$ cat config.mk
export PLATFORM = sky130hd
export DESIGN_NAME = asc_setup_regs
export DESIGN_NICKNAME = d
export VERILOG_FILES = /design/src/design/asc_pkg.sv /design/src/design/asc_setup_regs.sv /design/src/design/asc_colour_cycler.sv
export SDC_FILE = /design/constraint.sdc
export NUM_CORES = 1
export LEC_CHECK = 0
export BUFFER_PORTS_ARGS = -buffer_cell sky130_fd_sc_hd__clkbuf_2
export CAP_MARGIN = 5
export CORE_MARGIN = 2
export CORE_UTILIZATION = 55
export CTS_BUF_LIST = sky130_fd_sc_hd__clkbuf_8
export DETAILED_ROUTE_END_ITERATION = 8
export PLACE_DENSITY = 0.82
export REMOVE_ABC_BUFFERS = 1
export SKIP_LAST_GASP = 1
export SLEW_MARGIN = 20
export SYNTH_ARGS = -nofsm -noshare
export SYNTH_HDL_FRONTEND = slang
export SYNTH_SLANG_ARGS = --single-unit
$ cat constraint.sdc
create_clock -name SYS_CLK -period 2 [get_ports SYS_CLK]
set_clock_uncertainty 0.15 [all_clocks]
set_input_delay 0.1 -clock SYS_CLK [delete_from_list [all_inputs] [get_ports SYS_CLK]]
set_output_delay 0.1 -clock SYS_CLK [all_outputs]
set_load 0.05 [all_outputs]
$ cat src/design/asc_pkg.sv
// Constants for the front-end setup control registers.
// Assumes a serial decoder elsewhere presents whole-byte register accesses.
package asc_pkg;

  localparam int ADDR_W = 6;
  localparam int DATA_W = 8;

  // Register locations
  localparam logic [5:0] OFS_CLAMP_AND_SAMPLE_SETUP = 6'h03;
  localparam logic [5:0] OFS_LINE_MODE_SETUP = 6'h04;
  localparam logic [5:0] OFS_POWER_DOWN_SETUP = 6'h05;
  localparam logic [5:0] OFS_COLOUR_CYCLE_RESET = 6'h0E;
  localparam logic [5:0] OFS_GLOBAL_SOFT_RESET = 6'h0F;

  // Reset values
  localparam logic [7:0] RST_CLAMP_AND_SAMPLE_SETUP = 8'h1F;
  localparam logic [7:0] RST_LINE_MODE_SETUP = 8'h00;
  localparam logic [7:0] RST_POWER_DOWN_SETUP = 8'h00;

  // Implemented bits; the rest are reserved and read as zero
  localparam logic [7:0] MASK_CLAMP_AND_SAMPLE_SETUP = 8'hFF;
  localparam logic [7:0] MASK_LINE_MODE_SETUP = 8'h0F;
  localparam logic [7:0] MASK_POWER_DOWN_SETUP = 8'h7F;

  // Field positions, clamp_and_sample_setup
  localparam int CLAMP_LEVEL_CODE_LSB = 0;
  localparam int REF_SAMPLE_ADJUST_LSB = 4;
  localparam int MONO_CHANNEL_SEL_LSB = 6;
  // Field positions, line_mode_setup
  localparam int LINE_SEQUENTIAL_EN_BIT = 0;
  localparam int COLOUR_AUTOCYCLE_EN_BIT = 1;
  localparam int GAIN_OFFSET_MUX_SEL_LSB = 2;
  // Field positions, power_down_setup
  localparam int RED_CHAN_PWRDN_BIT = 0;
  localparam int GREEN_CHAN_PWRDN_BIT = 1;
  localparam int BLUE_CHAN_PWRDN_BIT = 2;
  localparam int CONVERTER_PWRDN_BIT = 3;
  localparam int CLAMP_DAC_PWRDN_BIT = 4;
  localparam int REF_BUFFER_PWRDN_BIT = 5;
  localparam int COMMON_LEVEL_BUF_PWRDN_BIT = 6;

  // Colour codes shared by channel select and gain/offset select
  localparam logic [1:0] COLOUR_RED = 2'h0;
  localparam logic [1:0] COLOUR_GREEN = 2'h1;
  localparam logic [1:0] COLOUR_BLUE = 2'h2;

  // Reference sample position when the adjust field is ignored
  localparam logic [1:0] REF_ADJUST_DEFAULT = 2'h1;
  localparam logic [3:0] CLAMP_LEVEL_RST = 4'hF;

endpackage

$ cat src/design/asc_setup_regs.sv
// Setup control registers of the imaging front end: clamp, timing, mode, power.
// Assumes a serial decoder drives single-cycle byte writes and reads.
`timescale 1ns/1ps
`default_nettype none
module asc_setup_regs #(
  parameter int ADDR_W = asc_pkg::ADDR_W
) (
  input wire logic SYS_CLK,
  input wire logic ARST_N,
  input wire logic [ADDR_W-1:0] REG_ADDR,
  input wire logic [7:0] REG_WDATA,
  input wire logic REG_WR,
  input wire logic REG_RD,
  output logic [7:0] REG_RDATA,
  input wire logic SYNC_TIMING_MODE,
  input wire logic SINGLE_CHANNEL_MODE,
  input wire logic REF_SAMPLE_CLK_PIN,
  output logic [3:0] CLAMP_LEVEL_CODE,
  output logic CLAMP_DAC_OE,
  output logic [1:0] REF_SAMPLE_ADJUST,
  output logic [1:0] MONO_CHANNEL_SEL,
  output logic [1:0] GAIN_OFFSET_SEL,
  output logic REF_PIN_FOR_SAMPLING,
  output logic AUTOCYCLE_ACTIVE,
  output logic RED_CHAN_PWRDN,
  output logic GREEN_CHAN_PWRDN,
  output logic BLUE_CHAN_PWRDN,
  output logic CONVERTER_PWRDN,
  output logic CLAMP_DAC_PWRDN,
  output logic REF_BUFFER_PWRDN,
  output logic COMMON_LEVEL_BUF_PWRDN,
  output logic SOFT_RESET_PULSE,
  output logic CYCLE_RESET_PULSE
);

  generate
    if (ADDR_W < 4) begin : g_bad_addr
      $error("ADDR_W too narrow for the register map");
    end
  endgenerate

  function automatic logic hit(input logic [ADDR_W-1:0] a, input logic [5:0] ofs);
    hit = (a == ADDR_W'(ofs));
  endfunction

  // Register state
  logic [7:0] clamp_setup_ff;
  logic [7:0] line_setup_ff;
  logic [7:0] pwr_setup_ff;
  logic soft_pulse_ff;
  logic cycle_pulse_ff;
  logic [7:0] rdata_ff;
  logic [7:0] nxt_clamp_setup;
  logic [7:0] nxt_line_setup;
  logic [7:0] nxt_pwr_setup;
  logic nxt_soft_pulse;
  logic nxt_cycle_pulse;
  logic [7:0] nxt_rdata;

  logic wr_soft;
  logic wr_cycle;

  assign wr_soft = REG_WR && hit(REG_ADDR, asc_pkg::OFS_GLOBAL_SOFT_RESET);
  assign wr_cycle = REG_WR && hit(REG_ADDR, asc_pkg::OFS_COLOUR_CYCLE_RESET);

  always_comb begin
    nxt_clamp_setup = clamp_setup_ff;
    nxt_line_setup = line_setup_ff;
    nxt_pwr_setup = pwr_setup_ff;
    // Strobe locations keep no data, only a one-cycle pulse
    nxt_soft_pulse = wr_soft;
    nxt_cycle_pulse = wr_cycle;
    if (wr_soft) begin
      nxt_clamp_setup = asc_pkg::RST_CLAMP_AND_SAMPLE_SETUP;
      nxt_line_setup = asc_pkg::RST_LINE_MODE_SETUP;
      nxt_pwr_setup = asc_pkg::RST_POWER_DOWN_SETUP;
    end else if (REG_WR) begin
      if (hit(REG_ADDR, asc_pkg::OFS_CLAMP_AND_SAMPLE_SETUP)) begin
        nxt_clamp_setup = REG_WDATA & asc_pkg::MASK_CLAMP_AND_SAMPLE_SETUP;
      end
      if (hit(REG_ADDR, asc_pkg::OFS_LINE_MODE_SETUP)) begin
        nxt_line_setup = REG_WDATA & asc_pkg::MASK_LINE_MODE_SETUP;
      end
      if (hit(REG_ADDR, asc_pkg::OFS_POWER_DOWN_SETUP)) begin
        nxt_pwr_setup = REG_WDATA & asc_pkg::MASK_POWER_DOWN_SETUP;
      end
    end
  end

  always_comb begin
    nxt_rdata = rdata_ff;
    if (REG_RD) begin
      nxt_rdata = 8'h00;
      if (hit(REG_ADDR, asc_pkg::OFS_CLAMP_AND_SAMPLE_SETUP)) begin
        nxt_rdata = clamp_setup_ff;
      end
      if (hit(REG_ADDR, asc_pkg::OFS_LINE_MODE_SETUP)) begin
        nxt_rdata = line_setup_ff;
      end
      if (hit(REG_ADDR, asc_pkg::OFS_POWER_DOWN_SETUP)) begin
        nxt_rdata = pwr_setup_ff;
      end
    end
  end

  always_ff @(posedge SYS_CLK or negedge ARST_N) begin
    if (!ARST_N) begin
      clamp_setup_ff <= asc_pkg::RST_CLAMP_AND_SAMPLE_SETUP;
      line_setup_ff <= asc_pkg::RST_LINE_MODE_SETUP;
      pwr_setup_ff <= asc_pkg::RST_POWER_DOWN_SETUP;
      soft_pulse_ff <= 1'b0;
      cycle_pulse_ff <= 1'b0;
      rdata_ff <= 8'h00;
    end else begin
      clamp_setup_ff <= nxt_clamp_setup;
      line_setup_ff <= nxt_line_setup;
      pwr_setup_ff <= nxt_pwr_setup;
      soft_pulse_ff <= nxt_soft_pulse;
      cycle_pulse_ff <= nxt_cycle_pulse;
      rdata_ff <= nxt_rdata;
    end
  end

  assign REG_RDATA = rdata_ff;
  assign SOFT_RESET_PULSE = soft_pulse_ff;
  assign CYCLE_RESET_PULSE = cycle_pulse_ff;

  // Field views
  logic line_en;
  logic colour_autocycle_en_en;
  logic colour_autocycle_en_active;
  logic [1:0] cycle_colour;

  assign line_en = line_setup_ff[asc_pkg::LINE_SEQUENTIAL_EN_BIT];
  assign colour_autocycle_en_en = line_setup_ff[asc_pkg::COLOUR_AUTOCYCLE_EN_BIT];
  assign colour_autocycle_en_active = line_en && colour_autocycle_en_en;

  // Soft reset also restarts the colour sequence
  asc_colour_cycler u_cycler (
    .clk(SYS_CLK),
    .arst_n(ARST_N),
    .clear(cycle_pulse_ff || soft_pulse_ff),
    .advance_en(colour_autocycle_en_active),
    .ref_pin(REF_SAMPLE_CLK_PIN),
    .colour(cycle_colour)
  );

  // Output stage, one register behind the fields
  logic [3:0] clamp_code_ff;
  logic [1:0] ref_adj_ff;
  logic [1:0] mono_sel_ff;
  logic [1:0] gain_sel_ff;
  logic ref_pin_samp_ff;
  logic colour_autocycle_en_out_ff;
  logic [6:0] pwr_out_ff;
  logic [3:0] nxt_clamp_code;
  logic [1:0] nxt_ref_adj;
  logic [1:0] nxt_mono_sel;
  logic [1:0] nxt_gain_sel;
  logic nxt_ref_pin_samp;
  logic nxt_colour_autocycle_en_out;
  logic [6:0] nxt_pwr_out;

  always_comb begin
    nxt_clamp_code = clamp_setup_ff[asc_pkg::CLAMP_LEVEL_CODE_LSB +: 4];
    // Default position whenever sync-timing mode is off
    nxt_ref_adj = SYNC_TIMING_MODE ? clamp_setup_ff[asc_pkg::REF_SAMPLE_ADJUST_LSB +: 2]
                                   : asc_pkg::REF_ADJUST_DEFAULT;
    nxt_mono_sel = SINGLE_CHANNEL_MODE ? clamp_setup_ff[asc_pkg::MONO_CHANNEL_SEL_LSB +: 2]
                                       : asc_pkg::COLOUR_RED;
    if (colour_autocycle_en_active) begin
      nxt_gain_sel = cycle_colour;
    end else if (line_en) begin
      nxt_gain_sel = line_setup_ff[asc_pkg::GAIN_OFFSET_MUX_SEL_LSB +: 2];
    end else begin
      nxt_gain_sel = asc_pkg::COLOUR_RED;
    end
    // In auto-cycle the pin only steps colours; clamp must use the control bit
    nxt_ref_pin_samp = !colour_autocycle_en_active;
    nxt_colour_autocycle_en_out = colour_autocycle_en_active;
    nxt_pwr_out = pwr_setup_ff[6:0];
  end

  always_ff @(posedge SYS_CLK or negedge ARST_N) begin
    if (!ARST_N) begin
      clamp_code_ff <= asc_pkg::CLAMP_LEVEL_RST;
      ref_adj_ff <= asc_pkg::REF_ADJUST_DEFAULT;
      mono_sel_ff <= asc_pkg::COLOUR_RED;
      gain_sel_ff <= asc_pkg::COLOUR_RED;
      ref_pin_samp_ff <= 1'b1;
      colour_autocycle_en_out_ff <= 1'b0;
      pwr_out_ff <= 7'h00;
    end else begin
      clamp_code_ff <= nxt_clamp_code;
      ref_adj_ff <= nxt_ref_adj;
      mono_sel_ff <= nxt_mono_sel;
      gain_sel_ff <= nxt_gain_sel;
      ref_pin_samp_ff <= nxt_ref_pin_samp;
      colour_autocycle_en_out_ff <= nxt_colour_autocycle_en_out;
      pwr_out_ff <= nxt_pwr_out;
    end
  end

  assign CLAMP_LEVEL_CODE = clamp_code_ff;
  assign REF_SAMPLE_ADJUST = ref_adj_ff;
  assign MONO_CHANNEL_SEL = mono_sel_ff;
  assign GAIN_OFFSET_SEL = gain_sel_ff;
  assign REF_PIN_FOR_SAMPLING = ref_pin_samp_ff;
  assign AUTOCYCLE_ACTIVE = colour_autocycle_en_out_ff;
  assign RED_CHAN_PWRDN = pwr_out_ff[asc_pkg::RED_CHAN_PWRDN_BIT];
  assign GREEN_CHAN_PWRDN = pwr_out_ff[asc_pkg::GREEN_CHAN_PWRDN_BIT];
  assign BLUE_CHAN_PWRDN = pwr_out_ff[asc_pkg::BLUE_CHAN_PWRDN_BIT];
  assign CONVERTER_PWRDN = pwr_out_ff[asc_pkg::CONVERTER_PWRDN_BIT];
  assign CLAMP_DAC_PWRDN = pwr_out_ff[asc_pkg::CLAMP_DAC_PWRDN_BIT];
  assign REF_BUFFER_PWRDN = pwr_out_ff[asc_pkg::REF_BUFFER_PWRDN_BIT];
  assign COMMON_LEVEL_BUF_PWRDN = pwr_out_ff[asc_pkg::COMMON_LEVEL_BUF_PWRDN_BIT];
  // Floating the DAC lets an external source drive the bias pin
  assign CLAMP_DAC_OE = !pwr_out_ff[asc_pkg::CLAMP_DAC_PWRDN_BIT];
endmodule
`default_nettype wire

$ cat src/design/asc_colour_cycler.sv
// Colour auto-cycle counter: steps red, green, blue on each reference pin pulse.
// Assumes the reference pin is synchronous to the clock.
`timescale 1ns/1ps
`default_nettype none
module asc_colour_cycler (
  input wire logic clk,
  input wire logic arst_n,
  input wire logic clear,
  input wire logic advance_en,
  input wire logic ref_pin,
  output logic [1:0] colour
);

  typedef enum logic [1:0] {ST_RED, ST_GREEN, ST_BLUE} asc_cycle_state_t;

  asc_cycle_state_t state_ff;
  asc_cycle_state_t nxt_state;
  logic pin_prev_ff;
  logic nxt_pin_prev;
  logic rise;

  assign rise = ref_pin & ~pin_prev_ff;

  always_comb begin
    nxt_pin_prev = ref_pin;
    nxt_state = state_ff;
    if (clear) begin
      // Clear beats a coincident pulse so the cycle restarts cleanly
      nxt_state = ST_RED;
    end else if (advance_en && rise) begin
      case (state_ff)
        ST_RED: nxt_state = ST_GREEN;
        ST_GREEN: nxt_state = ST_BLUE;
        ST_BLUE: nxt_state = ST_RED;
        default: nxt_state = ST_RED;
      endcase
    end
  end

  always_ff @(posedge clk or negedge arst_n) begin
    if (!arst_n) begin
      state_ff <= ST_RED;
      pin_prev_ff <= 1'b0;
    end else begin
      state_ff <= nxt_state;
      pin_prev_ff <= nxt_pin_prev;
    end
  end

  always_comb begin
    case (state_ff)
      ST_RED: colour = asc_pkg::COLOUR_RED;
      ST_GREEN: colour = asc_pkg::COLOUR_GREEN;
      ST_BLUE: colour = asc_pkg::COLOUR_BLUE;
      default: colour = asc_pkg::COLOUR_RED;
    endcase
  end
endmodule
`default_nettype wire

* Word level (Yosys, flattened, before mapping)
Index checks and enable logic that the tools add are counted.
** Storage, ports and cells
- Output and inout bits :: 30
- Bits in registers :: 56
- Logic and storage cells :: 60
- Bits of input ports :: 21
** Cells by class
- Equal/unequal tests :: 7
- Multiplexer cells :: 20
- Reduce and logical (&&, ||, !) cells :: 16
- Bitwise operators :: 2
** Operators by type and width (count)
- $mux W8 :: 12
- $eq A6 B3 Y1 const B :: 2
- $eq A6 B4 Y1 const B :: 2
- $mux W2 :: 6
- $reduce_bool A2 Y1 :: 5
- $pmux W2 S2 :: 2
- $eq A6 B2 Y1 const B :: 1
- $reduce_and A2 Y1 :: 3
- $logic_and A1 B1 Y1 :: 4
- $eq A2 B1 Y1 const B :: 1
- $eq A2 B2 Y1 const B :: 1
- $logic_not A1 Y1 :: 2
- $logic_not A2 Y1 :: 1
- $and A1 B1 Y1 :: 1
- $logic_or A1 B1 Y1 :: 1
- $not A1 Y1 :: 1

* Logic depth before layout (Yosys ltp)
- Word-level depth :: 5
- Gate-level depth with buffers :: 5
- Gate-level depth less buffers :: 3

* Modules after synthesis
Synthesis repeated with hierarchy kept, for this count alone.
** Unflattened totals
- Cells, all modules :: 188
- Area, all modules :: 2178.3 sq um
** By module, submodules not included
- asc_setup_regs :: area each 2033.2 sq um, cells each 176, times used 1, sequential area each 1214.9 sq um
- asc_colour_cycler :: area each 145.1 sq um, cells each 12, times used 1, sequential area each 75.1 sq um

* Worst setup path after synthesis
No wires, ideal clock.
- Path kind :: flip-flop to flip-flop
- Start :: register line_setup_ff[1]
- End :: register u_cycler.state_ff[0]
- Stages on the path, launching flop included :: 4
- Data arrival time :: 1056 ps
- Required time :: 1754 ps
- Library setup time :: 96 ps
- Buffers on the path :: 0
- Path slack :: 698 ps
- Period minus slack after synthesis :: 1302 ps
- Cell sequence :: dfrtp_1 > nand4b_1 > or3_1 > a211oi_1
** On the way
- Cells in the longest elaborated chain, start to end :: 3
** Ends and longest elaborated chain
- from (decl) :: line asc_setup_regs.sv:48 : logic [7:0] line_setup_ff;
- from (signal assigned) :: line asc_setup_regs.sv:109 : line_setup_ff <= asc_pkg::RST_LINE_MODE_SETUP;
- from (signal assigned) :: line asc_setup_regs.sv:116 : line_setup_ff <= nxt_line_setup;
- $logic_and A1 B1 Y1 :: line asc_setup_regs.sv:136 : assign colour_autocycle_en_active = line_en && colour_autocycle_en_en;
- $logic_and A1 B1 Y1 :: line asc_colour_cycler.sv:30 : end else if (advance_en && rise) begin
- $reduce_bool A2 Y1 (no source line)
- to (signal assigned) :: line asc_colour_cycler.sv:45 : state_ff <= nxt_state;
- to (decl) :: line asc_colour_cycler.sv:16 : asc_cycle_state_t state_ff;
No other way between the ends.
A chain may end at the register's enable or synchronous reset.

* Worst setup path after layout
- Start :: input port REG_ADDR[5]
- End :: register pwr_setup_ff[5]
** On the way
- Cells in the longest elaborated chain, start to end :: 4
- Elaborated cells on any way between the ends :: 7
- Those cells by class :: 2 x eq/ne; 1 x mux; 4 x reduce/logical
** Ends and longest elaborated chain
- from (decl) :: line asc_setup_regs.sv:10 : input wire logic [ADDR_W-1:0] REG_ADDR,
- $eq A6 B4 Y1 :: line asc_setup_regs.sv:43 : hit = (a == ADDR_W'(ofs));
- $logic_and A1 B1 Y1 :: line asc_setup_regs.sv:63 : assign wr_soft = REG_WR && hit(REG_ADDR, asc_pkg::OFS_GLOBAL_SOFT_RESET);
- $reduce_bool A2 Y1 (no source line)
- $reduce_and A2 Y1 (no source line)
- to (signal assigned) :: line asc_setup_regs.sv:110 : pwr_setup_ff <= asc_pkg::RST_POWER_DOWN_SETUP;
- to (signal assigned) :: line asc_setup_regs.sv:117 : pwr_setup_ff <= nxt_pwr_setup;
- to (decl) :: line asc_setup_regs.sv:49 : logic [7:0] pwr_setup_ff;
Parallel ways exist; a longest one is shown, timed or not.

==> reports/qor.txt <==
Initial Util = 57.87%
Clk sink count = 51
Htree depth = 2
CTS tree = done
Gpl congestion = 0.8946
Avg Vias per Cell = 5.640
DRC Markers = 0
Clk pwr share = 24.9%
EDFF count, synth = 0
# IOs = 51
Data required time of the worst path = 2050 ps
HP Class = in2reg
CTS Buf Count = 5
CP Max Fanout = 10
Top-area cell type share of the netlist area = 46.89%
Antenna viol nets, final = 0
Final Hold Fails = 0
CP endpoint kind = flop
Outcome = finished clean
P_sw = 0.0007675 W
Startpoint type of the worst setup path = input pin
Critical path data arrival time = 1830 ps
P&R area growth vs syn = 24.68%
1st-pass router iterations = 4
Global route overflow = 0
Final min period = 1780 ps
Fmax = 0.5618 GHz
Clk Latency, worst-skew pair = 310 ps
Worst-margin pin slew = 588.2 ps
Std cell rows = 22
Most common cell after layout, fill and taps aside = clkbuf_2
Synth Instances = 177
Seq pwr share = 52.4%
Fin Setup TNS = 0 ps
Gate power share = 22.6%
Cell variety after synth = 37
Commonest cells after routing, fill and taps aside = clkbuf_2 (50), dfrtp_1 (40), inv_1 (15)
Clock transition at path regs = 90 ps
Worst vdd ir = 0.6886 mV
Switching share of power = 32.95%
Worst hold slack = 7.602 ps
Slew margin rel. = 60.78%
Core area = 3689 µm²
Post-synth ARST share = 100.0%
Longest Clk Path Bufs = 2
Pint = 0.001561 W
Die Footprint = 4395 µm²
Synth area leaders = dfrtp_1 (47%), dfstp_2 (14%), a22o_1 (3.3%)
Max-cap violations = 0
Via count = 1,647
RSZ-0062 raised after global routing = false
Initial drt markers = 99
WL final = 4525 µm
Most area-hungry cell type in the Yosys netlist = dfrtp_1
Total GRT Usage = 23.94%
PwrDens = 875.1 nW/µm²
Vias in the first global route = 1,548
Max-slew violations = 0
Initial antenna violation count = 0
Nets@finish = 264
Die height = 66.30 µm
DR WL/cell = 15.50 µm
Clock root cell = clkbuf_8
Post-DP HPWL = 3215 µm
Final setup fails = 0
Critical path class = in2reg
Mapped Area = 2135 µm²
Global-route wire length before repair = 7631 µm
Diode count = 0
Proportion of layout cells with a drive suffix above 1 = 30.74%
Pleak = 1.306 nW
Fin cells = 292
Die Wd = 66.30 µm
Sequential area share after synthesis = 60.43%
Synth Area per Inst = 12.06 µm²
Post-synth top flop = dfrtp_1
Port buffer count = 50
Largest net degree at the start of global routing = 29
YS warnings = 0
# placed instances = 270
Fin crit share = 89.00%
Synth Register Bits = 51
==> layout make-up <==
cell class,instances,area [µm²]
flip-flops and latches,51,1290
fillers,276,1027
multi-input cells,102,734.5
repair buffers,68,432.9
clock buffers,5,68.82
well taps,48,60.06
inverters,15,56.30
clock inverters,3,18.77
==> state kept, by name (all words and copies together) (netlist names) <==
name	flops
CLAMP_LEVEL_CODE	4
REF_SAMPLE_ADJUST	2
line_setup_ff	4
REG_RDATA	8
pwr_out_ff	7
u_cycler.state_ff	2
CYCLE_RESET_PULSE	1
pwr_setup_ff	7
SOFT_RESET_PULSE	1
clamp_setup_ff	8
MONO_CHANNEL_SEL	2
REF_PIN_FOR_SAMPLING	1
u_cycler.pin_prev_ff	1
GAIN_OFFSET_SEL	2
AUTOCYCLE_ACTIVE	1
==> logic make-up (layout without fill, tap and decap cells) <==
logic type             Yosys count  count (layout)  share of synthesized area [%]
multiplexers                     6               6                          2.814
flip-flops                      51              51                          60.43
AO/OA/AOI/OAI                   45              45                          16.71
buffers and inverters           24              91                          5.158
AND/OR/NAND/NOR                 50              50                          14.48
XOR/XNOR                         1               1                         0.4104
==> per-stage QoR <==
stage	power [W]	instance area (µm²)	setup slack [ps]	utilization [%]
final	0.002329	2661	220.1	72.15
after global routing	0.002445	2661	102.6	72.15
after CTS	0.002336	2661	236.0	72.15
after detailed placement	0.001745	2434	365.9	65.98
after global placement	0.001731	2434	436.0	65.98
after floorplan	0.001570	2081	458.3	-
==> per-layer routing <==
layer / track usage, % / share of wire, % / wire length, µm / vias up
met5: 0 / 0 / 0 / -
met4: 10.97 / 1.1 / 51 / 0
met3: 4.089 / 6.2 / 281 / 6
met2: 36.13 / 47 / 2139 / 63
met1: 33.87 / 45 / 2054 / 802
li1: - / - / - / 776
==> power groups by stage <==
stage	Combinational (W)	Clock (W)	Sequential [W]
CTS	0.000529	0.000588	0.00122
global route	0.000567	0.000644	0.00123
floorplan	0.000158	0	0.00141
global placement	0.000499	0	0.00123
detailed placement	0.000507	0	0.00124
finish	0.000527	0.000581	0.00122
==> worst paths after layout <==
| check | slack, ps | depth (start not counted) | from | end |
|---|---|---|---|---|
| max | 220 | 5 | REG_ADDR[5] | pwr_setup_ff[5] |
| min | 8 | 3 | REG_ADDR[1] | SOFT_RESET_PULSE |
| max reg2reg | 500 | 3 | line_setup_ff[1] | u_cycler.state_ff[0] |
| min reg2reg | 240 | 0 | clamp_setup_ff[2] | CLAMP_LEVEL_CODE[2] |
| max in group asynchronous | 920 | 3 | ARST_N | clamp_setup_ff[3] |
| min in group asynchronous | 170 | 2 | ARST_N | u_cycler.state_ff[1] |
==> cells in the mapped netlist, drive strengths merged, types with 3 or more instances <==
cell type  number
dfstp          11
buf             7
o21ai           4
nor2            8
a22oi           3
a221o           4
nor2b          10
a32oi           8
mux2i           6
o22ai           7
o22a            5
inv            15
dfrtp          40
and2            5
o2bb2ai         3
nor3b           5
nand2           9
a22o            8
==> critical path: stages <==
cell and delay, ps:
dlygate4sd3_1 540, clkbuf_2 180, nor3b_4 420, nand4_2 300, a22o_1 270
==> what timing repair did <==
action | CTS | global route
setup buffers | 0 | 0
hold buffers | 14 | 0
hold endpoints to repair | 35 | 0
resized for setup | 0 | 0
No activity file was read; power rests on OpenSTA's default activity.
